### src/pkg/ctc_defs.svh
// Register offsets, field positions, reset values and widths of the timer block
`ifndef CTC_DEFS_SVH
`define CTC_DEFS_SVH
`define CTC_ADDR_W 8
`define CTC_OFF_MODE0 8'h00
`define CTC_OFF_MODE1 8'h04
`define CTC_OFF_MODE2 8'h08
`define CTC_OFF_LIM0 8'h0C
`define CTC_OFF_LIM1 8'h10
`define CTC_OFF_LIM2 8'h14
`define CTC_OFF_HLIM2 8'h18
`define CTC_OFF_CARR 8'h1C
`define CTC_OFF_CNT0 8'h20
`define CTC_OFF_CNT1 8'h24
`define CTC_OFF_CNT2 8'h28
`define CTC_OFF_STAT 8'h2C
`define CTC_OFF_MASK 8'h30
`define CTC_MODE_START_BIT 3
`define CTC_LIM_RST 8'hFF
`define CTC_MODE_RST 8'h00
`define CTC_CARR_RST 4'h0
`define CTC_PRESC_W 16
`define CTC_RESP_OKAY 2'h0
`define CTC_RESP_SLVERR 2'h2
`endif

### src/pkg/ctc_pkg.sv
// Types shared by the carrier timer counter modules
package ctc_pkg;
   typedef enum logic [1:0] {
      MODE_COUNT8 = 2'b00,
      MODE_RSV1 = 2'b01,
      MODE_RSV2 = 2'b10,
      MODE_CARRIER = 2'b11
   } op_mode_e;
   typedef enum logic {
      PH_HIGH = 1'b0,
      PH_LOW = 1'b1
   } phase_e;
   // Mode register layout: pulse select, start, count enable, mode
   typedef struct packed {
      logic [3:0] sel;
      logic start;
      logic en;
      op_mode_e mode;
   } mode_s;
   // Carrier control layout
   typedef struct packed {
      logic toggle_ro;
      logic level_only;
      logic gate;
      logic gate_buf;
   } carr_s;
   typedef struct packed {
      logic en;
      logic carrier;
      logic [7:0] lim_lo;
      logic [7:0] lim_hi;
   } chan_cfg_s;
   typedef struct packed {
      logic [7:0] cnt;
      phase_e phase;
      logic toggle_output_ff;
      logic match;
   } chan_st_s;
   typedef struct packed {
      logic [15:0] cnt;
   } presc_st_s;
endpackage

### src/carrier_timer_counter.sv
// Three timer counters with carrier generator behind an AXI4-Lite slave
// Operation
// RULE1 - Start bit clears count and match flag
// RULE2 - Start clear is not aligned to count pulse
// RULE3 - Fast pulse may add two pulses error
// RULE4 - Match at start may leave flag set
// RULE5 - Software stops then restarts, or starts twice
// RULE6 - New pulse selection acts at once
// RULE7 - Software starts when changing pulse selection
// RULE8 - Limit writes take effect immediately
// RULE9 - Limit below count: count wraps through overflow
// RULE10 - Software restarts after lowering a limit
// RULE11 - Software sets gate after starting channel two
// RULE12 - Gate reload waits for carrier low
// RULE13 - Forced gate and restart may lengthen high
// RULE14 - Zero write enables carrier, clears gate flags
// RULE15 - Mode pattern selects pulse, counter, enable, start
// RULE16 - Gate buffer loads gate at channel one match
// RULE17 - Pin shows carrier or high when gated, else low
// RULE18 - Carrier toggles on high and low limits
// RULE19 - Match clears count on next pulse
`timescale 1ns/1ns
`include "ctc_defs.svh"
module carrier_timer_counter (
   input wire logic aclk,
   input wire logic aresetn,
   input wire logic ce,
   input wire logic [7:0] s_axi_awaddr,
   input wire logic [2:0] s_axi_awprot,
   input wire logic s_axi_awvalid,
   output logic s_axi_awready,
   input wire logic [31:0] s_axi_wdata,
   input wire logic [3:0] s_axi_wstrb,
   input wire logic s_axi_wvalid,
   output logic s_axi_wready,
   output logic [1:0] s_axi_bresp,
   output logic s_axi_bvalid,
   input wire logic s_axi_bready,
   input wire logic [7:0] s_axi_araddr,
   input wire logic [2:0] s_axi_arprot,
   input wire logic s_axi_arvalid,
   output logic s_axi_arready,
   output logic [31:0] s_axi_rdata,
   output logic [1:0] s_axi_rresp,
   output logic s_axi_rvalid,
   input wire logic s_axi_rready,
   output logic carrier_output_pin,
   output logic irq
);
   typedef struct packed {
      logic awready;
      logic wready;
      logic aw_full;
      logic w_full;
      logic [7:0] aw_addr;
      logic [7:0] w_data;
      logic w_lane0;
      logic bvalid;
      logic [1:0] bresp;
      logic arready;
      logic rvalid;
      logic [1:0] rresp;
      logic [31:0] rdata;
      ctc_pkg::mode_s [2:0] timer_mode_reg;
      logic [2:0][7:0] period_limit_reg;
      logic [7:0] high_period_limit_reg;
      logic gate_buf;
      logic gate;
      logic level_only;
      logic out_gate;
      logic [2:0] start;
      logic [2:0] timer_match_flag;
      logic [2:0] irq_mask;
      logic pin;
      logic irq;
   } top_st_s;

   top_st_s st_r;
   top_st_s st_nxt;
   logic [2:0] count_pulse;
   ctc_pkg::chan_cfg_s [2:0] cfg;
   ctc_pkg::chan_st_s [2:0] ch;
   logic do_write;
   logic [7:0] wd;
   logic [31:0] rd;
   logic rd_ok;
   logic [2:0] match_evt;

   assign s_axi_awready = st_r.awready;
   assign s_axi_wready = st_r.wready;
   assign s_axi_bvalid = st_r.bvalid;
   assign s_axi_bresp = st_r.bresp;
   assign s_axi_arready = st_r.arready;
   assign s_axi_rvalid = st_r.rvalid;
   assign s_axi_rresp = st_r.rresp;
   assign s_axi_rdata = st_r.rdata;
   assign carrier_output_pin = st_r.pin;
   assign irq = st_r.irq;

   // One shared prescaler serves all three channels
   count_pulse_gen #(
      .W(`CTC_PRESC_W)
   ) u_presc (
      .aclk(aclk),
      .aresetn(aresetn),
      .ce(ce),
      .sel0(st_r.timer_mode_reg[0].sel),
      .sel1(st_r.timer_mode_reg[1].sel),
      .sel2(st_r.timer_mode_reg[2].sel),
      .count_pulse(count_pulse)
   );

   // Limits feed compare directly, so writes act at once
   always_comb begin
      for (int i = 0; i < 3; i++) begin
         cfg[i].en = st_r.timer_mode_reg[i].en;
         cfg[i].carrier = (i == 2) &&
            (st_r.timer_mode_reg[i].mode == ctc_pkg::MODE_CARRIER);
         cfg[i].lim_lo = st_r.period_limit_reg[i]; // RULE8
         cfg[i].lim_hi = st_r.high_period_limit_reg; // RULE8
      end
   end

   // Only channel two may run in carrier mode
   timer_channel u_chan0 (
      .aclk(aclk),
      .aresetn(aresetn),
      .ce(ce),
      .tick(count_pulse[0]),
      .start(st_r.start[0]),
      .cfg(cfg[0]),
      .st(ch[0])
   );

   timer_channel u_chan1 (
      .aclk(aclk),
      .aresetn(aresetn),
      .ce(ce),
      .tick(count_pulse[1]),
      .start(st_r.start[1]),
      .cfg(cfg[1]),
      .st(ch[1])
   );

   timer_channel u_chan2 (
      .aclk(aclk),
      .aresetn(aresetn),
      .ce(ce),
      .tick(count_pulse[2]),
      .start(st_r.start[2]),
      .cfg(cfg[2]),
      .st(ch[2])
   );

   assign match_evt = {ch[2].match, ch[1].match, ch[0].match};

   // Start is a strobe, so it always reads back as zero
   function automatic logic [7:0] mode_view(input ctc_pkg::mode_s m);
      mode_view = {m.sel, 1'b0, m.en, m.mode};
   endfunction

   // Start is never held in the register, only passed on
   function automatic ctc_pkg::mode_s mode_store(input logic [7:0] d);
      mode_store = d;
      mode_store.start = 1'b0;
   endfunction

   // Read decode
   always_comb begin
      rd = 32'h00000000;
      rd_ok = 1'b1;
      case (s_axi_araddr)
         `CTC_OFF_MODE0: begin
            rd[7:0] = mode_view(st_r.timer_mode_reg[0]);
         end
         `CTC_OFF_MODE1: begin
            rd[7:0] = mode_view(st_r.timer_mode_reg[1]);
         end
         `CTC_OFF_MODE2: begin
            rd[7:0] = mode_view(st_r.timer_mode_reg[2]);
         end
         `CTC_OFF_LIM0: begin
            rd[7:0] = st_r.period_limit_reg[0];
         end
         `CTC_OFF_LIM1: begin
            rd[7:0] = st_r.period_limit_reg[1];
         end
         `CTC_OFF_LIM2: begin
            rd[7:0] = st_r.period_limit_reg[2];
         end
         `CTC_OFF_HLIM2: begin
            rd[7:0] = st_r.high_period_limit_reg;
         end
         `CTC_OFF_CARR: begin
            // Toggle state readable, never writable
            rd[3:0] = {ch[2].toggle_output_ff, st_r.level_only, st_r.gate,
               st_r.gate_buf};
         end
         `CTC_OFF_CNT0: begin
            rd[7:0] = ch[0].cnt;
         end
         `CTC_OFF_CNT1: begin
            rd[7:0] = ch[1].cnt;
         end
         `CTC_OFF_CNT2: begin
            rd[7:0] = ch[2].cnt;
         end
         `CTC_OFF_STAT: begin
            rd[2:0] = st_r.timer_match_flag;
         end
         `CTC_OFF_MASK: begin
            rd[2:0] = st_r.irq_mask;
         end
         default: begin
            rd_ok = 1'b0;
         end
      endcase
   end

   always_comb begin
      st_nxt = st_r;
      st_nxt.start = 3'b000;
      do_write = 1'b0;
      wd = st_r.w_data;

      // Write address and data are taken in either order
      if (s_axi_awvalid && st_r.awready) begin
         st_nxt.aw_full = 1'b1;
         st_nxt.aw_addr = s_axi_awaddr;
      end
      if (s_axi_wvalid && st_r.wready) begin
         st_nxt.w_full = 1'b1;
         st_nxt.w_data = s_axi_wdata[7:0];
         st_nxt.w_lane0 = s_axi_wstrb[0];
      end
      if (s_axi_bvalid && s_axi_bready) begin
         st_nxt.bvalid = 1'b0;
      end
      // Register effects land with the raised response
      if (st_r.aw_full && st_r.w_full && !st_r.bvalid) begin
         do_write = st_r.w_lane0;
         st_nxt.aw_full = 1'b0;
         st_nxt.w_full = 1'b0;
         st_nxt.bvalid = 1'b1;
         st_nxt.bresp = `CTC_RESP_OKAY;
      end

      // Start strobes clear match flags
      for (int i = 0; i < 3; i++) begin
         if (st_r.start[i]) begin
            st_nxt.timer_match_flag[i] = 1'b0; // RULE1
         end
      end

      // Gate buffer moves into gate at channel one match
      if (match_evt[1]) begin
         st_nxt.gate = st_r.gate_buf; // RULE16
      end

      if (do_write) begin
         case (st_r.aw_addr)
            `CTC_OFF_MODE0: begin
               // Whole pattern lands in one write
               st_nxt.timer_mode_reg[0] = mode_store(wd); // RULE15 RULE6
               st_nxt.start[0] = wd[`CTC_MODE_START_BIT]; // RULE1
            end
            `CTC_OFF_MODE1: begin
               st_nxt.timer_mode_reg[1] = mode_store(wd); // RULE15 RULE6
               st_nxt.start[1] = wd[`CTC_MODE_START_BIT]; // RULE1
            end
            `CTC_OFF_MODE2: begin
               st_nxt.timer_mode_reg[2] = mode_store(wd); // RULE15 RULE6
               st_nxt.start[2] = wd[`CTC_MODE_START_BIT]; // RULE1
            end
            `CTC_OFF_LIM0: begin
               st_nxt.period_limit_reg[0] = wd; // RULE8
            end
            `CTC_OFF_LIM1: begin
               st_nxt.period_limit_reg[1] = wd; // RULE8
            end
            `CTC_OFF_LIM2: begin
               st_nxt.period_limit_reg[2] = wd; // RULE8
            end
            `CTC_OFF_HLIM2: begin
               st_nxt.high_period_limit_reg = wd; // RULE8
            end
            `CTC_OFF_CARR: begin
               // Zero write: carrier on, both gate flags cleared
               st_nxt.gate_buf = wd[0]; // RULE14
               st_nxt.gate = wd[1]; // RULE14 RULE13
               st_nxt.level_only = wd[2]; // RULE14
            end
            `CTC_OFF_STAT: begin
               st_nxt.timer_match_flag = st_nxt.timer_match_flag &
                  ~wd[2:0];
            end
            `CTC_OFF_MASK: begin
               st_nxt.irq_mask = wd[2:0];
            end
            default: begin
               st_nxt.bresp = `CTC_RESP_SLVERR;
            end
         endcase
      end

      // Set wins over start clear and software clear
      st_nxt.timer_match_flag = st_nxt.timer_match_flag |
         match_evt; // RULE4

      // Gate reaches the pin only while the carrier is low or level_only is set,
      // so a high pulse is never cut short
      if (st_r.level_only || !ch[2].toggle_output_ff) begin
         st_nxt.out_gate = st_nxt.gate; // RULE12
      end
      st_nxt.pin = st_r.out_gate &
         (st_r.level_only | ch[2].toggle_output_ff); // RULE17

      // Read channel
      if (s_axi_rvalid && s_axi_rready) begin
         st_nxt.rvalid = 1'b0;
      end
      if (s_axi_arvalid && st_r.arready) begin
         st_nxt.rvalid = 1'b1;
         st_nxt.rdata = rd;
         st_nxt.rresp = rd_ok ? `CTC_RESP_OKAY : `CTC_RESP_SLVERR;
      end
      // One read at a time; no new address while data waits
      st_nxt.arready = !st_nxt.rvalid &&
         !(s_axi_arvalid && st_r.arready);
      st_nxt.awready = !st_nxt.aw_full;
      st_nxt.wready = !st_nxt.w_full;

      // Level interrupt from unmasked sticky flags
      st_nxt.irq = |(st_nxt.timer_match_flag & st_nxt.irq_mask);
   end

   // Limits come out of reset at all ones, the rest at zero
   always_ff @(posedge aclk) begin
      if (!aresetn) begin
         st_r <= '0;
         st_r.period_limit_reg <= {3{`CTC_LIM_RST}};
         st_r.high_period_limit_reg <= `CTC_LIM_RST;
      end else if (ce) begin
         st_r <= st_nxt;
      end
   end
endmodule

### src/count_pulse_gen.sv
// Free-running prescaler that derives three selectable count pulses
`timescale 1ns/1ns
module count_pulse_gen #(
   parameter int W = 16
) (
   input wire logic aclk,
   input wire logic aresetn,
   input wire logic ce,
   input wire logic [3:0] sel0,
   input wire logic [3:0] sel1,
   input wire logic [3:0] sel2,
   output logic [2:0] count_pulse
);
   ctc_pkg::presc_st_s st_r;
   ctc_pkg::presc_st_s st_nxt;

   // Selection 0 pulses every clock, faster than a machine cycle
   function automatic logic pulse_of(input logic [15:0] c,
                                     input logic [3:0] s);
      logic [16:0] m;
      m = (17'h00001 << s) - 17'h00001;
      pulse_of = ((c & m[15:0]) == m[15:0]);
   endfunction

   // Selection acts at once, without waiting for the old pulse
   always_comb begin
      count_pulse[0] = pulse_of(st_r.cnt, sel0); // RULE6 RULE3
      count_pulse[1] = pulse_of(st_r.cnt, sel1); // RULE6
      count_pulse[2] = pulse_of(st_r.cnt, sel2); // RULE6
   end

   always_comb begin
      st_nxt = st_r;
      st_nxt.cnt = st_r.cnt + 16'h0001;
   end

   always_ff @(posedge aclk) begin
      if (!aresetn) begin
         st_r <= '0;
      end else if (ce) begin
         st_r <= st_nxt;
      end
   end
endmodule

### src/timer_channel.sv
// One 8-bit modulo counter with optional carrier toggle output
`timescale 1ns/1ns
module timer_channel (
   input wire logic aclk,
   input wire logic aresetn,
   input wire logic ce,
   input wire logic tick,
   input wire logic start,
   input ctc_pkg::chan_cfg_s cfg,
   output ctc_pkg::chan_st_s st
);
   ctc_pkg::chan_st_s st_r;
   ctc_pkg::chan_st_s st_nxt;
   logic [7:0] cmp;

   assign st = st_r;

   always_comb begin
      st_nxt = st_r;
      st_nxt.match = 1'b0;
      cmp = (cfg.carrier && st_r.phase == ctc_pkg::PH_HIGH) ?
            cfg.lim_hi : cfg.lim_lo;
      if (start) begin
         // Clear on the CPU clock, not aligned to the count pulse
         st_nxt.cnt = 8'h00; // RULE1 RULE2
         // Toggle kept, so a high level may be lengthened
         st_nxt.phase = ctc_pkg::PH_HIGH; // RULE13
      end else if (cfg.en && tick) begin
         if (st_r.cnt == cmp) begin
            st_nxt.cnt = 8'h00; // RULE19
            if (cfg.carrier) begin
               st_nxt.toggle_output_ff = ~st_r.toggle_output_ff; // RULE18
               if (st_r.phase == ctc_pkg::PH_HIGH) begin
                  st_nxt.phase = ctc_pkg::PH_LOW; // RULE18
               end else begin
                  st_nxt.phase = ctc_pkg::PH_HIGH; // RULE18
                  st_nxt.match = 1'b1; // RULE18
               end
            end else begin
               st_nxt.match = 1'b1;
            end
         end else begin
            // Limit below count: run on through 8'hFF and wrap
            st_nxt.cnt = st_r.cnt + 8'h01; // RULE9
         end
      end
   end

   always_ff @(posedge aclk) begin
      if (!aresetn) begin
         st_r <= '0;
      end else if (ce) begin
         st_r <= st_nxt;
      end
   end
endmodule
### config.mk
export PLATFORM = sky130hd
export DESIGN_NAME = carrier_timer_counter
export DESIGN_NICKNAME = d
export VERILOG_FILES = /design/src/pkg/ctc_pkg.sv /design/src/carrier_timer_counter.sv /design/src/count_pulse_gen.sv /design/src/timer_channel.sv
export VERILOG_INCLUDE_DIRS = /design/src /design/src/pkg
export SDC_FILE = /design/constraint.sdc
export NUM_CORES = 1
export LEC_CHECK = 0
export BUFFER_PORTS_ARGS = -buffer_cell sky130_fd_sc_hd__buf_2
export CAP_MARGIN = 20
export CORE_MARGIN = 10
export CORE_UTILIZATION = 45
export CTS_CLUSTER_DIAMETER = 120
export DETAILED_ROUTE_END_ITERATION = 10
export PLACE_DENSITY = 0.71
export SYNTH_ARGS = -nofsm -noshare
export SYNTH_HDL_FRONTEND = slang
export SYNTH_SLANG_ARGS = --single-unit
### constraint.sdc
create_clock -name aclk -period 4.42 [get_ports aclk]
set_input_delay 0.442 -clock aclk [delete_from_list [all_inputs] [get_ports aclk]]
set_output_delay 0.442 -clock aclk [all_outputs]
set_load 0.05 [all_outputs]
==> results.yml <==
critical_path:
  cp_max_fo: 21
  cp_slowest_cell: "dfxtp_1"
  endpoint_kind: "register"
  crit_arrival_ns: 3.99
  critPathKind: "reg -> reg"
  crit_required_ns: 4.74
  crit_chain: "nor3_1, nand2_1, ha_1, xnor2_1, a41oi_1, nor2_1, a2111oi_0, nand3_1, a31o_2, a221o_1"
  cp-start-kind: "register"
  max_stage_delay_ns: 0.78
routing:
  wl_per_cell_um: 19.2
  wl_um: 24900
  drtIter0Drc: 771
  drc: 0
  vias: 7919
  antenna_left: 0
  drt-pass1-iter-count: 6
  vias_per_cell: 6.12
placed_design:
  finalWeightedCongestion: 0.940
  dp_hpwl_um: 17400
  dpl.cell_count: 1262
  io_buffers: 50
timing:
  holdWs_ns: 0.240
  finalCritPeriodShare: 0.831
  min_period_ns: 3.67
  worst_pin_slew_ns: 1.12
  final-setup-viol-count: 0
  fin_worst_skew_ns: 0.0148
  fmax_mhz: 272
  setup_tns_ns: 0
  slew_headroom: 0.246
  report.final.slew_viol_count: 0
  hold_viol_final: 0
  rsz0062_at_grt: "no"
global_routing:
  globalRouteTotalUtil: 0.199
  overflow: 0
  grt_pass1_wl_um: 39400
  grt_pass1_vias: 7356
  grt_max_degree: 60
  antenna_found_initial: 0
clock_tree:
  numCtsBuffers: 17
  cts_resized: 0
  clk_pin_slew_worst_paths_ns: 0.07
  clk_path_buf_depth: 2
  cts.sinks: 147
  insertion_delay_ns: 0.44
  htreeDepth: 4
  post_cts_buffers: 0
  clock-root-buffer: "clkbuf_16"
  cts_tree: "done"
  ctsHoldBuffers: 0
floorplanning:
  rows: 50
  ios: 109
  fp.dieH_um: 158
  coreArea_mm2: 0.0187
  die_area_mm2: 0.0249
  initial_core_util: 0.457
  die_width_um: 158
finish:
  drive_gt1_frac: 0.110
  antennaDiodeCount: 0
  final_cells: 1294
  nNetsFinal: 1120
  area_delta_synth_final_pct: 8.24
  multiInputGateArea_mm2: 0.00500
  fill_cells: 1796
  ff_latch_area_mm2: 0.00294
synthesis:
  synth-seq-area-share: 0.344
  synth.avg_cell_area_um2: 8.07
  synth_edf_count: 0
  ys_top_cells_by_area: "dfxtp_1 (34%), mux2i_1 (7.8%), nand2_1 (5.8%)"
  syn_inst: 1059
  post-synth-top-count-cell: "dfxtp_1"
  synth_top_area_cell: "dfxtp_1"
  async_flop_share: 0
  yosys_warnings: 0
  synth_seq_cells: 147
  syn_area_mm2: 0.00854
  ys.flop_type: "dfxtp_1"
  synth_top_cell_area_share: 0.344
  synth.top_cells.by_count: "dfxtp_1 (147), nand2_1 (132), nor2_1 (103)"
  ys_types: 81
worst_hold_path:
  hold_path.class: "in -> reg"
pwr:
  p_per_area_mw_per_mm2: 327
  peakVddDrop_v: 0.000319
  leakagePower_nw: 3.66
job:
  maxCapViolations: 0
outcome:
  status: "complete, no violations"
-- power by group --
| group | switching [W] | internal (W) |
|---|---|---|
| sequential | 0.0000291 | 0.00134 |
| clock | 0.000615 | 0.000851 |
| combinational | 0.000140 | 0.0000458 |
-- critical path: cells and delay by family (launching register included) --
| kind | cells | cell delay [ns] |
|---|---|---|
| compound gates | 4 | 1.50 |
| flops | 1 | 0.78 |
| simple gates | 4 | 0.74 |
| fa+ha+maj | 1 | 0.42 |
| xor+xnor | 1 | 0.11 |
-- metrics by stage --
stage / instance area, µm² / power (W) / utilization / setup WS [ns]
after CTS: 9250 / 0.00302 / 0.494 / 0.767
after global placement: 8660 / 0.00158 / 0.463 / 0.879
after floorplan: 8630 / 0.00154 / - / 1.34
after detailed placement: 8660 / 0.00158 / 0.463 / 0.783
after global routing: 9250 / 0.00310 / 0.494 / 0.457
final: 9250 / 0.00302 / 0.494 / 0.749
-- sequential cells by signal, indices dropped and copies added, names as in the netlist --
name	cells
s_axi_awready	1
s_axi_rvalid	1
wd	8
u_chan1.st	9
u_chan0.st	9
cfg	35
s_axi_bvalid	1
s_axi_arready	1
irq	1
s_axi_wready	1
u_chan2.st	11
carrier_output_pin	1
s_axi_rresp	1
s_axi_bresp	2
s_axi_rdata	8
u_presc.st_r	15
st_r	42
-- placed cells by master, fill, tap and decap left out, types with 17 or more instances in the layout --
master,netlist,layout
nand2_1,132,132
inv_1,29,29
buf_2,12,50
dfxtp_1,147,147
a21oi_1,54,54
clkbuf_16,0,17
o21ai_0,27,27
nand4_1,18,18
xnor2_1,24,24
a22oi_1,42,42
nand3_1,30,30
mux2i_1,67,67
nor2_1,103,103
and3_1,20,20
conb_1,1,25
-- final timing paths --
check / slack [ns] / startpoint / endpoint / cells after the start
max: 0.75 / st_r[68] / u_chan2.st[9] / 10
min: 0.24 / s_axi_awaddr[4] / st_r[123] / 3
max reg2reg: 0.75 / st_r[68] / u_chan2.st[9] / 10
min reg2reg: 0.46 / s_axi_rdata[1] / s_axi_rdata[1] / 2
-- cell type report --
cell class	count	area share
Clock buffer	18	0.0475
Clock inverter	14	0.0162
Inverter	30	0.0122
Multi-Input combinational cell	793	0.541
Sequential cell	147	0.318
Tap cell	234	0.0317
Timing Repair Buffer	58	0.0335
-- cell families (layout without fill, tap and decap cells) --
group | after synthesis | count (layout) | share of synthesized area
buf+inv | 143 | 120 | 0.0808
flops | 147 | 147 | 0.344
xor+xnor | 38 | 38 | 0.0390
simple gates | 410 | 410 | 0.241
compound gates | 241 | 241 | 0.199
fa+ha+maj | 7 | 7 | 0.0102
mux | 72 | 72 | 0.0851
other cells | 1 | 25 | 0.000439
-- per-layer routing --
metal,up-vias,share of wire,GRT usage,wire length [µm]
met5,-,0,0,0
met1,3769,0.44,0.265,11000
met2,347,0.46,0.310,11300
met3,47,0.080,0.0431,2000
met4,0,0.024,0.0690,587
li1,3756,-,-,-
Note: power is estimated with default switching activity, not from simulation.
